**src/logic/adcsq_pkg.sv**
```systemverilog
// Constants, field positions and carrier types of the converter sequencer.
// Assumes a 32-bit APB register bus and a 16-input analog front end.
package adcsq_pkg;

	////////////////////////////////////////////////////////////////////////////////
	// Register byte offsets
	localparam logic [7:0] ADCSQ_OFF_CTRL1  = 8'h00;  // control_register_1
	localparam logic [7:0] ADCSQ_OFF_CTRL2  = 8'h04;  // control_register_2
	localparam logic [7:0] ADCSQ_OFF_CTRL3  = 8'h08;  // control_register_3
	localparam logic [7:0] ADCSQ_OFF_CHSEL  = 8'h0c;  // channel_select_register
	localparam logic [7:0] ADCSQ_OFF_SCAN   = 8'h10;  // scan_list_select
	localparam logic [7:0] ADCSQ_OFF_PCFG   = 8'h14;  // pin_config_register
	localparam logic [7:0] ADCSQ_OFF_RESULT = 8'h18;  // Last conversion result, read only
	localparam logic [7:0] ADCSQ_OFF_IRQ    = 8'h1c;  // Interrupt flag and priority

	////////////////////////////////////////////////////////////////////////////////
	// Field positions
	localparam int ADCSQ_C1_ON    = 15;  // Module on
	localparam int ADCSQ_C1_SSRC  = 5;   // Conversion trigger source, 3 bits
	localparam int ADCSQ_C1_AUTO_SAMPLE_ENABLE  = 2;   // auto_sample_enable
	localparam int ADCSQ_C1_SAMPLE_BIT  = 1;   // sample_bit
	localparam int ADCSQ_C1_DONE  = 0;   // Conversion complete
	localparam int ADCSQ_C2_VCFG  = 13;  // Reference selection, 3 bits
	localparam int ADCSQ_C2_SCAN_ENABLE = 10;  // scan_enable
	localparam int ADCSQ_C2_SMPI  = 2;   // Conversions per interrupt minus one, 4 bits
	localparam int ADCSQ_C2_ALTERNATE_INPUT_ENABLE  = 0;   // alternate_input_enable
	localparam int ADCSQ_C3_AUTO_SAMPLE_TIME  = 8;   // auto_sample_time, 5 bits
	localparam int ADCSQ_C3_ADCS  = 0;   // Conversion clock divisor, 8 bits
	localparam int ADCSQ_CH_NA    = 23;  // Mux A negative select
	localparam int ADCSQ_CH_SA    = 16;  // mux_a_positive_select, 4 bits
	localparam int ADCSQ_CH_NB    = 31;  // Mux B negative select
	localparam int ADCSQ_CH_SB    = 24;  // mux_b_positive_select, 4 bits
	localparam int ADCSQ_IRQ_FLAG = 0;   // converter_interrupt_flag
	localparam int ADCSQ_IRQ_PRIO = 8;   // converter_irq_priority, 3 bits

	////////////////////////////////////////////////////////////////////////////////
	// Reset values and codes
	localparam logic [15:0] ADCSQ_RST_CTRL  = 16'h0000;
	localparam logic [31:0] ADCSQ_RST_CHSEL = 32'h0000_0000;
	localparam logic [15:0] ADCSQ_RST_PCFG  = 16'h0000;
	localparam logic [2:0]  ADCSQ_RST_PRIO  = 3'h4;
	localparam logic [2:0]  ADCSQ_SSRC_AUTO = 3'h7;  // Internal counter ends sampling
	localparam logic [4:0]  ADCSQ_AUTO_SAMPLE_TIME_MIN  = 5'h01; // Least acquisition, one conversion clock

	////////////////////////////////////////////////////////////////////////////////
	// Carrier types
	typedef enum logic [1:0] {ADCSQ_IDLE, ADCSQ_SAMPLE, ADCSQ_CONVERT} adcsq_state_t;

	typedef struct packed {
		logic       sample_en;      // Sample switch closed, hold capacitor tracking
		logic       convert_start;  // One-cycle pulse, begin conversion
		logic [3:0] pos_sel;        // Positive input number
		logic       neg_sel;        // 0: low reference, 1: input 1
		logic [2:0] vref_sel;       // 0: analog supply rails
	} adcsq_afe_req_t;

	typedef struct packed {
		logic       done;           // One-cycle pulse, conversion finished
		logic [9:0] result;         // Valid with done
	} adcsq_afe_rsp_t;

endpackage : adcsq_pkg

```
**src/logic/adcsq_clkdiv.sv**
```systemverilog
// Conversion clock generator: divides pclk by 2*(divisor+1).
// Assumes the divisor is static while the module is on.
`timescale 1ns/1ps
module adcsq_clkdiv
	import adcsq_pkg::*;
#(
	parameter int DIV_W = 8
) (
	input  wire logic             pclk,
	input  wire logic             presetn,
	input  wire logic             ce,
	input  wire logic             run,
	input  wire logic [DIV_W-1:0] divisor,
	output logic                  conv_clk,
	output logic                  tad_tick
);

	logic [DIV_W-1:0] cnt_q;   // Half-period counter
	logic             clk_q;   // Divided clock level
	logic             tick_q;  // One pulse per full period
	wire              half_end = (cnt_q == divisor);

	////////////////////////////////////////////////////////////////////////////////
	// Divider; all-zero divisor gives half the bus rate
	always_ff @(posedge pclk or negedge presetn) begin
		if (!presetn) begin
			cnt_q  <= '0;
			clk_q  <= 1'b0;
			tick_q <= 1'b0;
		end else if (ce) begin
			if (!run) begin
				// Stopped divider restarts in phase
				cnt_q  <= '0;
				clk_q  <= 1'b0;
				tick_q <= 1'b0;
			end else begin
				cnt_q  <= half_end ? '0 : cnt_q + 1'b1;
				clk_q  <= half_end ? ~clk_q : clk_q;
				tick_q <= half_end & clk_q;
			end
		end
	end

	assign conv_clk = clk_q;
	assign tad_tick = tick_q;

endmodule : adcsq_clkdiv

```
**src/logic/adcsq_seq.sv**
```systemverilog
// Sequencer and APB register file of a 10-bit successive-approximation converter.
// Assumes the analog core answers each convert_start with one done pulse.
//
// Overview of operation
// - Alternate mode: mux A sample, then mux B
// - Scan plus alternate: mux A from scan list
// - Mux B positive input from bits 27:24
// - Auto sample clear: only sample bit starts
// - Manual start ignores auto sample time field
// - Manual trigger: clearing sample bit ends acquisition, starts conversion
// - Sequence end sets done; interrupt flag when fill count meets fill setting
// - Scan list ignored while scan disabled
// - Zero fill setting: interrupt every conversion
// - Zero reference field selects analog supply rails
// - Zero channel select: input 0, low reference
// - Interrupt priority resets to level 4
// - 8000 hex turns on, 0002 starts sampling
// - Zero control 3: conversion clock half bus
// - One pin configuration bit per input, clear=analog
// - Alternate bit switches between mux A and mux B selections
// - Scan steps through selected inputs in order
`timescale 1ns/1ps
module adcsq_seq
	import adcsq_pkg::*;
#(
	parameter int ADDR_W = 8,
	parameter int N_IN   = 16
) (
	input  wire logic              pclk,
	input  wire logic              presetn,
	input  wire logic              ce,
	input  wire logic              psel,
	input  wire logic              penable,
	input  wire logic              pwrite,
	input  wire logic [ADDR_W-1:0] paddr,
	input  wire logic [31:0]       pwdata,
	output logic      [31:0]       prdata,
	output logic                   pready,
	output logic                   pslverr,
	output adcsq_afe_req_t         afe_req,
	input  wire adcsq_afe_rsp_t    afe_rsp,
	output logic                   conv_clk,
	output logic      [N_IN-1:0]   analog_pin_enable,
	output logic                   converter_interrupt_flag,
	output logic      [2:0]        converter_irq_priority
);

	////////////////////////////////////////////////////////////////////////////////
	// Registers
	logic [15:0]    ctrl1_q, ctrl1_d;   // control_register_1
	logic [15:0]    ctrl2_q;            // control_register_2
	logic [15:0]    ctrl3_q;            // control_register_3
	logic [31:0]    chsel_q;            // channel_select_register
	logic [N_IN-1:0] scan_q;            // scan_list_select
	logic [N_IN-1:0] pcfg_q;            // pin_config_register
	logic [9:0]     result_q;           // Last conversion result
	logic           iflag_q, iflag_d;   // converter_interrupt_flag
	logic [2:0]     prio_q;             // converter_irq_priority
	adcsq_state_t   state_q, state_d;   // Sequencer state
	logic           alt_b_q;            // Next sample uses mux B
	logic [3:0]     scan_idx_q;         // Scan search start point
	logic [3:0]     fill_cnt_q;         // Conversions since last interrupt
	logic [4:0]     auto_sample_time_cnt_q;         // Conversion clocks spent sampling
	adcsq_afe_req_t afe_q;              // Registered front-end request
	logic           pready_q;           // Second access cycle marker
	logic [31:0]    prdata_q;           // Captured read data
	logic           pslverr_q;          // Captured error answer

	////////////////////////////////////////////////////////////////////////////////
	// Named control fields
	wire       on_bit    = ctrl1_q[ADCSQ_C1_ON];
	wire [2:0] ssrc      = ctrl1_q[ADCSQ_C1_SSRC +: 3];
	wire       auto_sample_enable      = ctrl1_q[ADCSQ_C1_AUTO_SAMPLE_ENABLE];
	wire       sample_bit      = ctrl1_q[ADCSQ_C1_SAMPLE_BIT];
	wire       alternate_input_enable      = ctrl2_q[ADCSQ_C2_ALTERNATE_INPUT_ENABLE];
	wire       scan_en   = ctrl2_q[ADCSQ_C2_SCAN_ENABLE];
	wire [3:0] smpi      = ctrl2_q[ADCSQ_C2_SMPI +: 4];
	wire [2:0] vcfg      = ctrl2_q[ADCSQ_C2_VCFG +: 3];
	wire [4:0] auto_sample_time      = ctrl3_q[ADCSQ_C3_AUTO_SAMPLE_TIME +: 5];
	wire [7:0] adcs      = ctrl3_q[ADCSQ_C3_ADCS +: 8];
	wire       auto_conv = (ssrc == ADCSQ_SSRC_AUTO);

	////////////////////////////////////////////////////////////////////////////////
	// APB decode; access answered on its second cycle so read data comes from a flop
	wire access   = psel & penable;
	wire accept   = access & pready_q;
	wire hit_c1   = (paddr == ADCSQ_OFF_CTRL1);
	wire hit_c2   = (paddr == ADCSQ_OFF_CTRL2);
	wire hit_c3   = (paddr == ADCSQ_OFF_CTRL3);
	wire hit_ch   = (paddr == ADCSQ_OFF_CHSEL);
	wire hit_sc   = (paddr == ADCSQ_OFF_SCAN);
	wire hit_pc   = (paddr == ADCSQ_OFF_PCFG);
	wire hit_rs   = (paddr == ADCSQ_OFF_RESULT);
	wire hit_iq   = (paddr == ADCSQ_OFF_IRQ);
	wire mapped   = hit_c1 | hit_c2 | hit_c3 | hit_ch | hit_sc | hit_pc | hit_rs | hit_iq;
	wire wr_ok    = accept & pwrite & mapped;
	wire wr_c1    = wr_ok & hit_c1;
	wire wr_iq    = wr_ok & hit_iq;

	// Read selection; reserved bits read as zero
	wire [31:0] rd_mux =
		hit_c1 ? {16'h0000, ctrl1_q} :
		hit_c2 ? {16'h0000, ctrl2_q} :
		hit_c3 ? {16'h0000, ctrl3_q} :
		hit_ch ? chsel_q :
		hit_sc ? {{(32-N_IN){1'b0}}, scan_q} :
		hit_pc ? {{(32-N_IN){1'b0}}, pcfg_q} :
		hit_rs ? {22'h0, result_q} :
		hit_iq ? {21'h0, prio_q, 7'h00, iflag_q} : 32'h0000_0000;

	////////////////////////////////////////////////////////////////////////////////
	// Scan list search: first selected input at or after the start point
	function automatic logic [3:0] scan_find(input logic [N_IN-1:0] list,
	                                         input logic [3:0] start);
		logic [3:0] pick;
		logic       found;
		logic [3:0] j;
		pick  = start;
		found = 1'b0;
		for (int i = 0; i < N_IN; i++) begin
			j = start + 4'(i);
			if (!found && list[j]) begin
				pick  = j;
				found = 1'b1;
			end
		end
		return pick;
	endfunction : scan_find

	wire [3:0] scan_cur = scan_find(scan_q, scan_idx_q);

	////////////////////////////////////////////////////////////////////////////////
	// Input selection for the sample in progress
	wire       use_b   = alternate_input_enable & alt_b_q;
	wire [3:0] a_pos   = scan_en ? scan_cur : chsel_q[ADCSQ_CH_SA +: 4];
	wire [3:0] pos_sel = use_b ? chsel_q[ADCSQ_CH_SB +: 4] : a_pos;
	wire       neg_sel = use_b ? chsel_q[ADCSQ_CH_NB] : chsel_q[ADCSQ_CH_NA];

	////////////////////////////////////////////////////////////////////////////////
	// Conversion clock
	wire tad_tick;

	adcsq_clkdiv #(
		.DIV_W    (8)
	) u_clkdiv (
		.pclk     (pclk),
		.presetn  (presetn),
		.ce       (ce),
		.run      (on_bit),
		.divisor  (adcs),
		.conv_clk (conv_clk),
		.tad_tick (tad_tick)
	);

	////////////////////////////////////////////////////////////////////////////////
	// Sequencer events
	wire [4:0] auto_sample_time_eff  = (auto_sample_time == 5'h00) ? ADCSQ_AUTO_SAMPLE_TIME_MIN : auto_sample_time;
	wire auto_sample_time_done       = tad_tick & (auto_sample_time_cnt_q + 5'h01 >= auto_sample_time_eff);
	// Auto trigger counts conversion clocks; manual trigger waits for software
	wire end_sample      = (state_q == ADCSQ_SAMPLE) &
	                       (auto_conv ? auto_sample_time_done : ~sample_bit);
	wire conv_done       = (state_q == ADCSQ_CONVERT) & afe_rsp.done;
	wire fill_hit        = (fill_cnt_q == smpi);

	////////////////////////////////////////////////////////////////////////////////
	// Next state
	always_comb begin
		state_d = state_q;
		unique case (state_q)
			ADCSQ_IDLE: begin
				// Sampling starts only from the sample bit
				if (on_bit && sample_bit) state_d = ADCSQ_SAMPLE;
			end
			ADCSQ_SAMPLE: begin
				if (end_sample) state_d = ADCSQ_CONVERT;
			end
			ADCSQ_CONVERT: begin
				if (afe_rsp.done) state_d = ADCSQ_IDLE;
			end
		endcase
		// Switching the module off abandons any sequence
		if (!on_bit) state_d = ADCSQ_IDLE;
	end

	////////////////////////////////////////////////////////////////////////////////
	// Control register 1 next value; hardware updates win over a same-cycle write
	always_comb begin
		ctrl1_d = ctrl1_q;
		if (wr_c1) ctrl1_d = pwdata[15:0];
		// Auto trigger drops the sample bit when its count expires
		if (end_sample && auto_conv) ctrl1_d[ADCSQ_C1_SAMPLE_BIT] = 1'b0;
		if (conv_done) begin
			ctrl1_d[ADCSQ_C1_DONE] = 1'b1;
			// Without auto sample the bit stays clear after completion
			if (auto_sample_enable) ctrl1_d[ADCSQ_C1_SAMPLE_BIT] = 1'b1;
		end
	end

	// Interrupt flag: set wins over a software clear in the same cycle
	always_comb begin
		iflag_d = iflag_q;
		if (wr_iq && pwdata[ADCSQ_IRQ_FLAG]) iflag_d = 1'b0;               // Write one to clear
		if (conv_done && fill_hit) iflag_d = 1'b1;
	end

	////////////////////////////////////////////////////////////////////////////////
	// Register file
	always_ff @(posedge pclk or negedge presetn) begin
		if (!presetn) begin
			ctrl1_q <= ADCSQ_RST_CTRL;
			ctrl2_q <= ADCSQ_RST_CTRL;
			ctrl3_q <= ADCSQ_RST_CTRL;
			chsel_q <= ADCSQ_RST_CHSEL;
			scan_q  <= '0;
			pcfg_q  <= ADCSQ_RST_PCFG;
			iflag_q <= 1'b0;
			prio_q  <= ADCSQ_RST_PRIO;
		end else if (ce) begin
			ctrl1_q <= ctrl1_d;
			iflag_q <= iflag_d;
			if (wr_ok && hit_c2) ctrl2_q <= pwdata[15:0];
			if (wr_ok && hit_c3) ctrl3_q <= pwdata[15:0];
			if (wr_ok && hit_ch) chsel_q <= pwdata;
			if (wr_ok && hit_sc) scan_q  <= pwdata[N_IN-1:0];
			if (wr_ok && hit_pc) pcfg_q  <= pwdata[N_IN-1:0];
			if (wr_iq) prio_q <= pwdata[ADCSQ_IRQ_PRIO +: 3];
		end
	end

	////////////////////////////////////////////////////////////////////////////////
	// Sequencer state and sample counting
	always_ff @(posedge pclk or negedge presetn) begin
		if (!presetn) begin
			state_q    <= ADCSQ_IDLE;
			auto_sample_time_cnt_q <= '0;
		end else if (ce) begin
			state_q <= state_d;
			// Count restarts with every new acquisition
			if (state_q != ADCSQ_SAMPLE) auto_sample_time_cnt_q <= '0;
			else if (tad_tick) auto_sample_time_cnt_q <= auto_sample_time_cnt_q + 5'h01;
		end
	end

	////////////////////////////////////////////////////////////////////////////////
	// Mux alternation, scan stepping and fill counting, all per finished conversion
	always_ff @(posedge pclk or negedge presetn) begin
		if (!presetn) begin
			alt_b_q    <= 1'b0;
			scan_idx_q <= '0;
			fill_cnt_q <= '0;
			result_q   <= '0;
		end else if (ce) begin
			if (!on_bit) begin
				// Off restarts the pattern at mux A and the scan at its head
				alt_b_q    <= 1'b0;
				scan_idx_q <= '0;
				fill_cnt_q <= '0;
			end else if (conv_done) begin
				result_q   <= afe_rsp.result;
				alt_b_q    <= alternate_input_enable ? ~alt_b_q : 1'b0;
				// Scan steps only on mux A samples
				if (scan_en && !use_b) scan_idx_q <= scan_cur + 4'h1;
				fill_cnt_q <= fill_hit ? 4'h0 : fill_cnt_q + 4'h1;
			end
		end
	end

	////////////////////////////////////////////////////////////////////////////////
	// Front-end request, registered so the selection is glitch free at the switch
	always_ff @(posedge pclk or negedge presetn) begin
		if (!presetn) begin
			afe_q <= '0;
		end else if (ce) begin
			afe_q.sample_en     <= (state_d == ADCSQ_SAMPLE);
			afe_q.convert_start <= end_sample;
			afe_q.pos_sel       <= pos_sel;
			afe_q.neg_sel       <= neg_sel;
			afe_q.vref_sel      <= vcfg;
		end
	end

	////////////////////////////////////////////////////////////////////////////////
	// APB answer: one wait cycle, then pready with registered data
	always_ff @(posedge pclk or negedge presetn) begin
		if (!presetn) begin
			pready_q  <= 1'b0;
			prdata_q  <= '0;
			pslverr_q <= 1'b0;
		end else if (ce) begin
			pready_q  <= access & ~pready_q;
			if (access && !pready_q) begin
				prdata_q  <= pwrite ? 32'h0000_0000 : rd_mux;
				pslverr_q <= ~mapped;
			end
		end
	end

	// Ready held low while frozen so no transfer completes unseen
	assign pready  = pready_q & ce;
	assign prdata  = prdata_q;
	assign pslverr = pslverr_q & pready_q;

	////////////////////////////////////////////////////////////////////////////////
	// Outputs
	assign afe_req                  = afe_q;
	// Clear bit selects analog, matching the all-zero all-analog setup
	assign analog_pin_enable        = ~pcfg_q;
	assign converter_interrupt_flag = iflag_q;
	assign converter_irq_priority   = prio_q;

endmodule : adcsq_seq

```
**config.mk**
```make
export PLATFORM = sky130hd
export DESIGN_NAME = adcsq_seq
export DESIGN_NICKNAME = d
export VERILOG_FILES = /design/src/logic/adcsq_pkg.sv /design/src/logic/adcsq_clkdiv.sv /design/src/logic/adcsq_seq.sv
export SDC_FILE = /design/constraint.sdc
export NUM_CORES = 1
export LEC_CHECK = 0
export ABC_AREA = 1
export BUFFER_PORTS_ARGS = -buffer_cell sky130_fd_sc_hd__buf_4
export CAP_MARGIN = 5
export CORE_ASPECT_RATIO = 1.5
export CORE_MARGIN = 4
export CORE_UTILIZATION = 30
export CTS_BUF_LIST = sky130_fd_sc_hd__clkbuf_16
export CTS_CLUSTER_DIAMETER = 120
export DETAILED_ROUTE_END_ITERATION = 10
export HOLD_SLACK_MARGIN = 0.05
export PLACE_DENSITY = 0.54
export SLEW_MARGIN = 20
export SYNTH_ARGS = -nofsm -noshare
export SYNTH_HDL_FRONTEND = slang
export SYNTH_SLANG_ARGS = --single-unit
```
**constraint.sdc**
```tcl
create_clock -name pclk -period 3.5 [get_ports pclk]
set_clock_uncertainty 0.1 [all_clocks]
set_input_delay 0.7 -clock pclk [delete_from_list [all_inputs] [get_ports pclk]]
set_output_delay 0.7 -clock pclk [all_outputs]
set_load 0.02 [all_outputs]
```
---- After elaboration in Yosys (flattened, before gate mapping) ----
Cells that the tools add are included.
storage, ports and cells
  word-level logic and storage cells ...... 274
  bits of input ports ..................... 57
  output and inout port bits .............. 65
  register bits after elaboration ......... 196
operators by class
  $lt $le $gt $ge ......................... 17
  add/sub/neg operators ................... 19
  equal/unequal tests ..................... 17
  bitwise operators ....................... 27
  mux-type cells .......................... 103
  reductions and logical operators ........ 64
operators with widths
  cell                 number
  $mux 32              5
  $mux 4               23
  $lt 4x5->1 const B   16
  $bmux 1 s4           16
  $mux 1               43
  $add 4x4->4 const B  8
  $eq 8x5->1 const B   4
  $mux 16              2
  $logic_and 1x1->1    26
  $reduce_and 2->1     13
  $mux 11              2
  $logic_not 1->1      17
  $add 4x3->4 const B  4
  $eq 8x4->1 const B   2
  $mux 8               2
  $not 16->16          1
  $mux 5               3
  $and 1x1->1          14
  $add 4x1->4 const B  3
  $mux 2               6
  $add 4x2->4 const B  2
  $add 8x1->8 const B  1
  $eq 8x3->1 const B   1
  $eq 8x8->1           1
  other kinds (15)     32

---- Logic depth before layout (Yosys ltp) ----
  depth after elaboration ................. 52
  mapped depth ............................ 34
  depth with buffers taken out ............ 32

---- Cells and area by module ----
A second synthesis with hierarchy kept.
unflattened totals
  cells, all modules ...................... 1414
  area total of the unflattened synthesis .. 10641.5 µm²
by module, submodules not included
  module        cells each  seq. area each (µm²)  instances  area an instance (µm²)
  adcsq_seq     1326        4655.7                1          10014.6
  adcsq_clkdiv  88          250.2                 1          626.9

---- Worst setup path after synthesis ----
No wires, ideal clock.
  path type ............................... register to register
  from .................................... reg scan_idx_q[1]
  to ...................................... reg scan_idx_q[1]
  library setup time ...................... 0.127 ns
  arrival ................................. 3.435 ns
  setup slack ............................. -0.162 ns
  required time ........................... 3.273 ns
  path buffers ............................ 3
  stages on the path, launching flop included .. 25
  path through ............................ dfrtp_1 -> buf_4 -> inv_2 -> buf_4 -> ha_1 -> inv_1 -> buf_2 -> nand3_1 -> nand3_1 -> nand3_1 -> nand2_2 -> nand3_4 -> nor3_4 -> nand3_2 -> nor2_4 -> nand4_2 -> nor2_2 -> nand2_2 -> nor3b_2 -> nor2_1 -> nand2_1 -> nand2_2 -> ha_1 -> nand2_1 -> o21ai_0
on the way
  cells in the longest elaborated chain, start to end .. 52
ends and longest elaborated chain
  element                                                               line              source
  start: declaration                                                    adcsq_seq.sv:61   logic [3:0] scan_idx_q;
  start signal: assignment                                              adcsq_seq.sv:262  if (scan_en && !use_b) scan_idx_q <= scan_cur + 4'h1;
  parallel branches: the longest is 47 deep, another holds $add 4x1->4  -
  $mux 4 (*)                                                            adcsq_seq.sv:122  if (!found && list[j]) begin
  $add 4x1->4 (*)                                                       adcsq_seq.sv:262
  $mux 4 (*)                                                            adcsq_seq.sv:262
  $mux 4 (*)                                                            adcsq_seq.sv:258  end else if (conv_done) begin
  $mux 4 (*)                                                            adcsq_seq.sv:253  if (!on_bit) begin
Every way passes the cells marked *. The select of a mux whose other input is x is not followed.
A chain may end at the register's enable or synchronous reset.

---- Worst setup path after layout ----
Ends and elaborated chain as after synthesis.

==> results.yml <==
placement:
  dpl.cell_count: 1959
  place_hpwl_mm: 28.1
  pre_cts_ws_ns: -0.185
  gp_congestion: 0.947
  port_buffers: 121
layout:
  nets: 1589
  antenna_cells: 0
  final_cells: 2000
  nFillCells: 3687
  area_delta_synth_final_pct: 26.7
  layout-drive-gt1-share_pct: 23.1
global_route:
  antenna_found_initial: 0
  grt_max_degree: 90
  grt_pass1_vias: 9726
  grt_usage_pct: 18.6
  grt_pass1_wl_mm: 55.9
  grt-ovfl-total: 0
yosys:
  synth_top_cell_area_share_pct: 45.8
  synth_edf_count: 0
  synth.avg_cell_area_sq_um: 7.93
  syn-num-nets: 1417
  synthFlopType: "dfrtp_1"
  synth_common_cells: "nand2_1 (370), dfrtp_1 (195), o21ai_0 (155), inv_1 (131), nand3_1 (102)"
  synth.most_common_cell: "nand2_1"
  yosysSeqAreaShare_pct: 46.1
  netlist_area_sq_mm: 0.0106
  synthArstFlopShare_pct: 100
  yosysUniqueCellTypes: 51
  yosys-top-cells-area: "dfrtp_1 (46%), nand2_1 (13%), o21ai_0 (7.3%)"
  ys_seq_elements: 196
  yosysWarnings: 0
  yosysTopAreaCell: "dfrtp_1"
  syn_inst: 1342
sta:
  period_share_pct: 102
  fmax_mhz: 281
  worst_slew_pin_slew_ns: 0.816
  rsz0062_at_grt: "true"
  drv_slew: 0
  setup_slack_ns: -0.0564
  slew-limit-headroom_pct: 45.2
  final-setup-viol-count: 3
  hold_viol: 0
  min_period_ns: 3.56
clock_tree:
  htreeDepth: 4
  clk_pin_slew_ns: 0.07
  clockRootBuffer: "clkbuf_16"
  hold_buffers: 0
  cts_num_sinks: 196
  cts_tree: "done"
  clk_path_buf_depth: 2
  cts_inserted_buffers: 17
  clk_latency_ns: 0.45
critical_path:
  path_max_fanout: 5
  path_class: "flip-flop to flip-flop"
  crit_slowest_cell: "dfrtp_1"
  slowest_delay_ns: 0.42
  cp.required_ns: 3.72
  reg2reg_depth: 25
  worstPathBufferInverterCount: 4
  cp-end-kind: "flip-flop"
  arrival_ns: 3.77
  cpMostUsedCell: "nand2_1"
  worst_setup_path_start_kind: "flip-flop"
  critical_path.top_delay_family: "simple AND/OR/NAND/NOR gates"
  cp.depth: 25
routing:
  vias: 9842
  vias_per_cell: 4.92
  ant_nets: 0
  drc: 0
  met3_length_mm: 1.16
  topRoutingLayerUsed: "met4"
  wl_met2_mm: 19.7
  wl_per_cell_microns: 18.2
  first_pass_iters: 5
  drt-initial-drc-count: 705
  wirelength_mm: 36.4
  met1Wirelength_mm: 14.6
status:
  violations: "negative setup slack"
  outcome: "finished, violations left"
die:
  dieArea_sq_mm: 0.0386
  num_io_pins: 122
  coreArea_sq_mm: 0.0351
  die_h_microns: 239
  start_util_pct: 30.3
  row_count: 84
  dieWidth_microns: 162
power_and_ir_drop:
  ir_drop_mv: 0.367
  power_density_mw_per_mm2: 326
  leakagePower_uw: 0.00656
min_path:
  min_path_type: "input port to async pin"
job:
  cap_violations: 0
[power by group]
part	total, uW	switching [uW]	internal (uW)
sequential	2280	6.40	2270
combinational	205	137	67.6
clock	1910	925	988
[cell usage in the layout, fill, tap and decap left out, types with 4 or more instances in the layout]
master and count:
inv_2 7, nor2_2 5, clkinvlp_4 4, nor2_1 60
nand3_4 4, o221ai_1 16, inv_6 4, clkbuf_16 17
inv_1 131, mux2_2 11, a21oi_1 53, nor3_1 8
dfrtp_1 193, nand4_1 9, nand2_2 18, xor2_1 23
o211ai_1 5, or2_2 12, ha_1 13, a221oi_1 5
nand2_1 361, buf_4 197, a32o_1 25, nand3_2 23
o22ai_1 7, o21ai_0 148, nand3_1 81, nor2_4 4
nand2_4 6, o21ai_1 10, buf_6 7
[state kept, by name, summed over array words and instances (netlist names), 2 cells and up]
register,count
afe_req,10
auto_sample_time_cnt_q,5
chsel_q,32
converter_irq_priority,3
ctrl1_q,16
ctrl2_q,16
ctrl3_q,16
fill_cnt_q,4
pcfg_q,16
prdata,32
result_q,10
scan_idx_q,4
scan_q,16
state_q,2
u_clkdiv.cnt_q,8
[final timing paths]
kind / from / endpoint / slack, ns
worst max-delay path: scan_idx_q[1]$_DFFE_PN0P_ / scan_idx_q[1]$_DFFE_PN0P_ / -0.06
min in group pclk: afe_rsp[5] / result_q[5]$_DFFE_PN0P_ / 0.36
max in group asynchronous: presetn / scan_idx_q[0]$_DFFE_PN0P_ / 2.22
worst min-delay path: presetn / ctrl1_q[7]$_DFFE_PN0P_ / 0.18
worst max register to register: scan_idx_q[1]$_DFFE_PN0P_ / scan_idx_q[1]$_DFFE_PN0P_ / -0.06
worst min register to register: afe_req[0]$_DFFE_PN0P_ / afe_req[0]$_DFFE_PN0P_ / 0.38
[kinds of logic after synthesis]
logic type	after synthesis	share of synthesized area (%)
and+or+nand+nor	598	24.3
AOI/OAI and AO/OA	292	16.3
buffers and inverters	198	7.50
DFF	196	46.1
xor gates and xnor gates	28	2.48
adders and majority gates	18	2.12
muxes	12	1.26
[routing by layer]
metal / GRT usage [%] / up-vias
met3: 2.42 / 45
met5: 0 / -
met4: 5.59 / 0
li1: - / 4819
met1: 21.9 / 4786
met2: 35.1 / 192
[area by class of cell]
class / count / area [sq um] / share of cell area (%)
inverters: 143 / 552 / 4.09
well taps: 473 / 592 / 4.39
multi-input cells: 948 / 5240 / 38.9
clock inverters: 15 / 133 / 0.984
repair buffers: 208 / 1630 / 12.1
flip-flops and latches: 196 / 4910 / 36.4
clock buffers: 17 / 425 / 3.15
[timing repair]
item,CTS,global route
cloned,0,0
setup buffers,1,8
setup endpoints to repair,8,8
pin swaps,3,27
resized for setup,9,59
[per-stage QoR]
step | total power, uW | TNS, ns | util (%) | cell area, sq um | hold WS [ns]
2_1_floorplan | 2380 | 0 | - | 10800 | 0.304
3_3_place_gp | 2530 | -0.544 | 35.9 | 12600 | 0.359
3_5_place_dp | 2530 | -0.930 | 35.9 | 12600 | 0.359
4_1_cts | 4430 | 0 | 37.6 | 13200 | 0.226
5_1_grt | 4540 | -1.35 | 38.4 | 13500 | 0.242
6_report | 4400 | -0.0828 | 38.4 | 13500 | 0.182
Power figures use the tool's default switching activity.
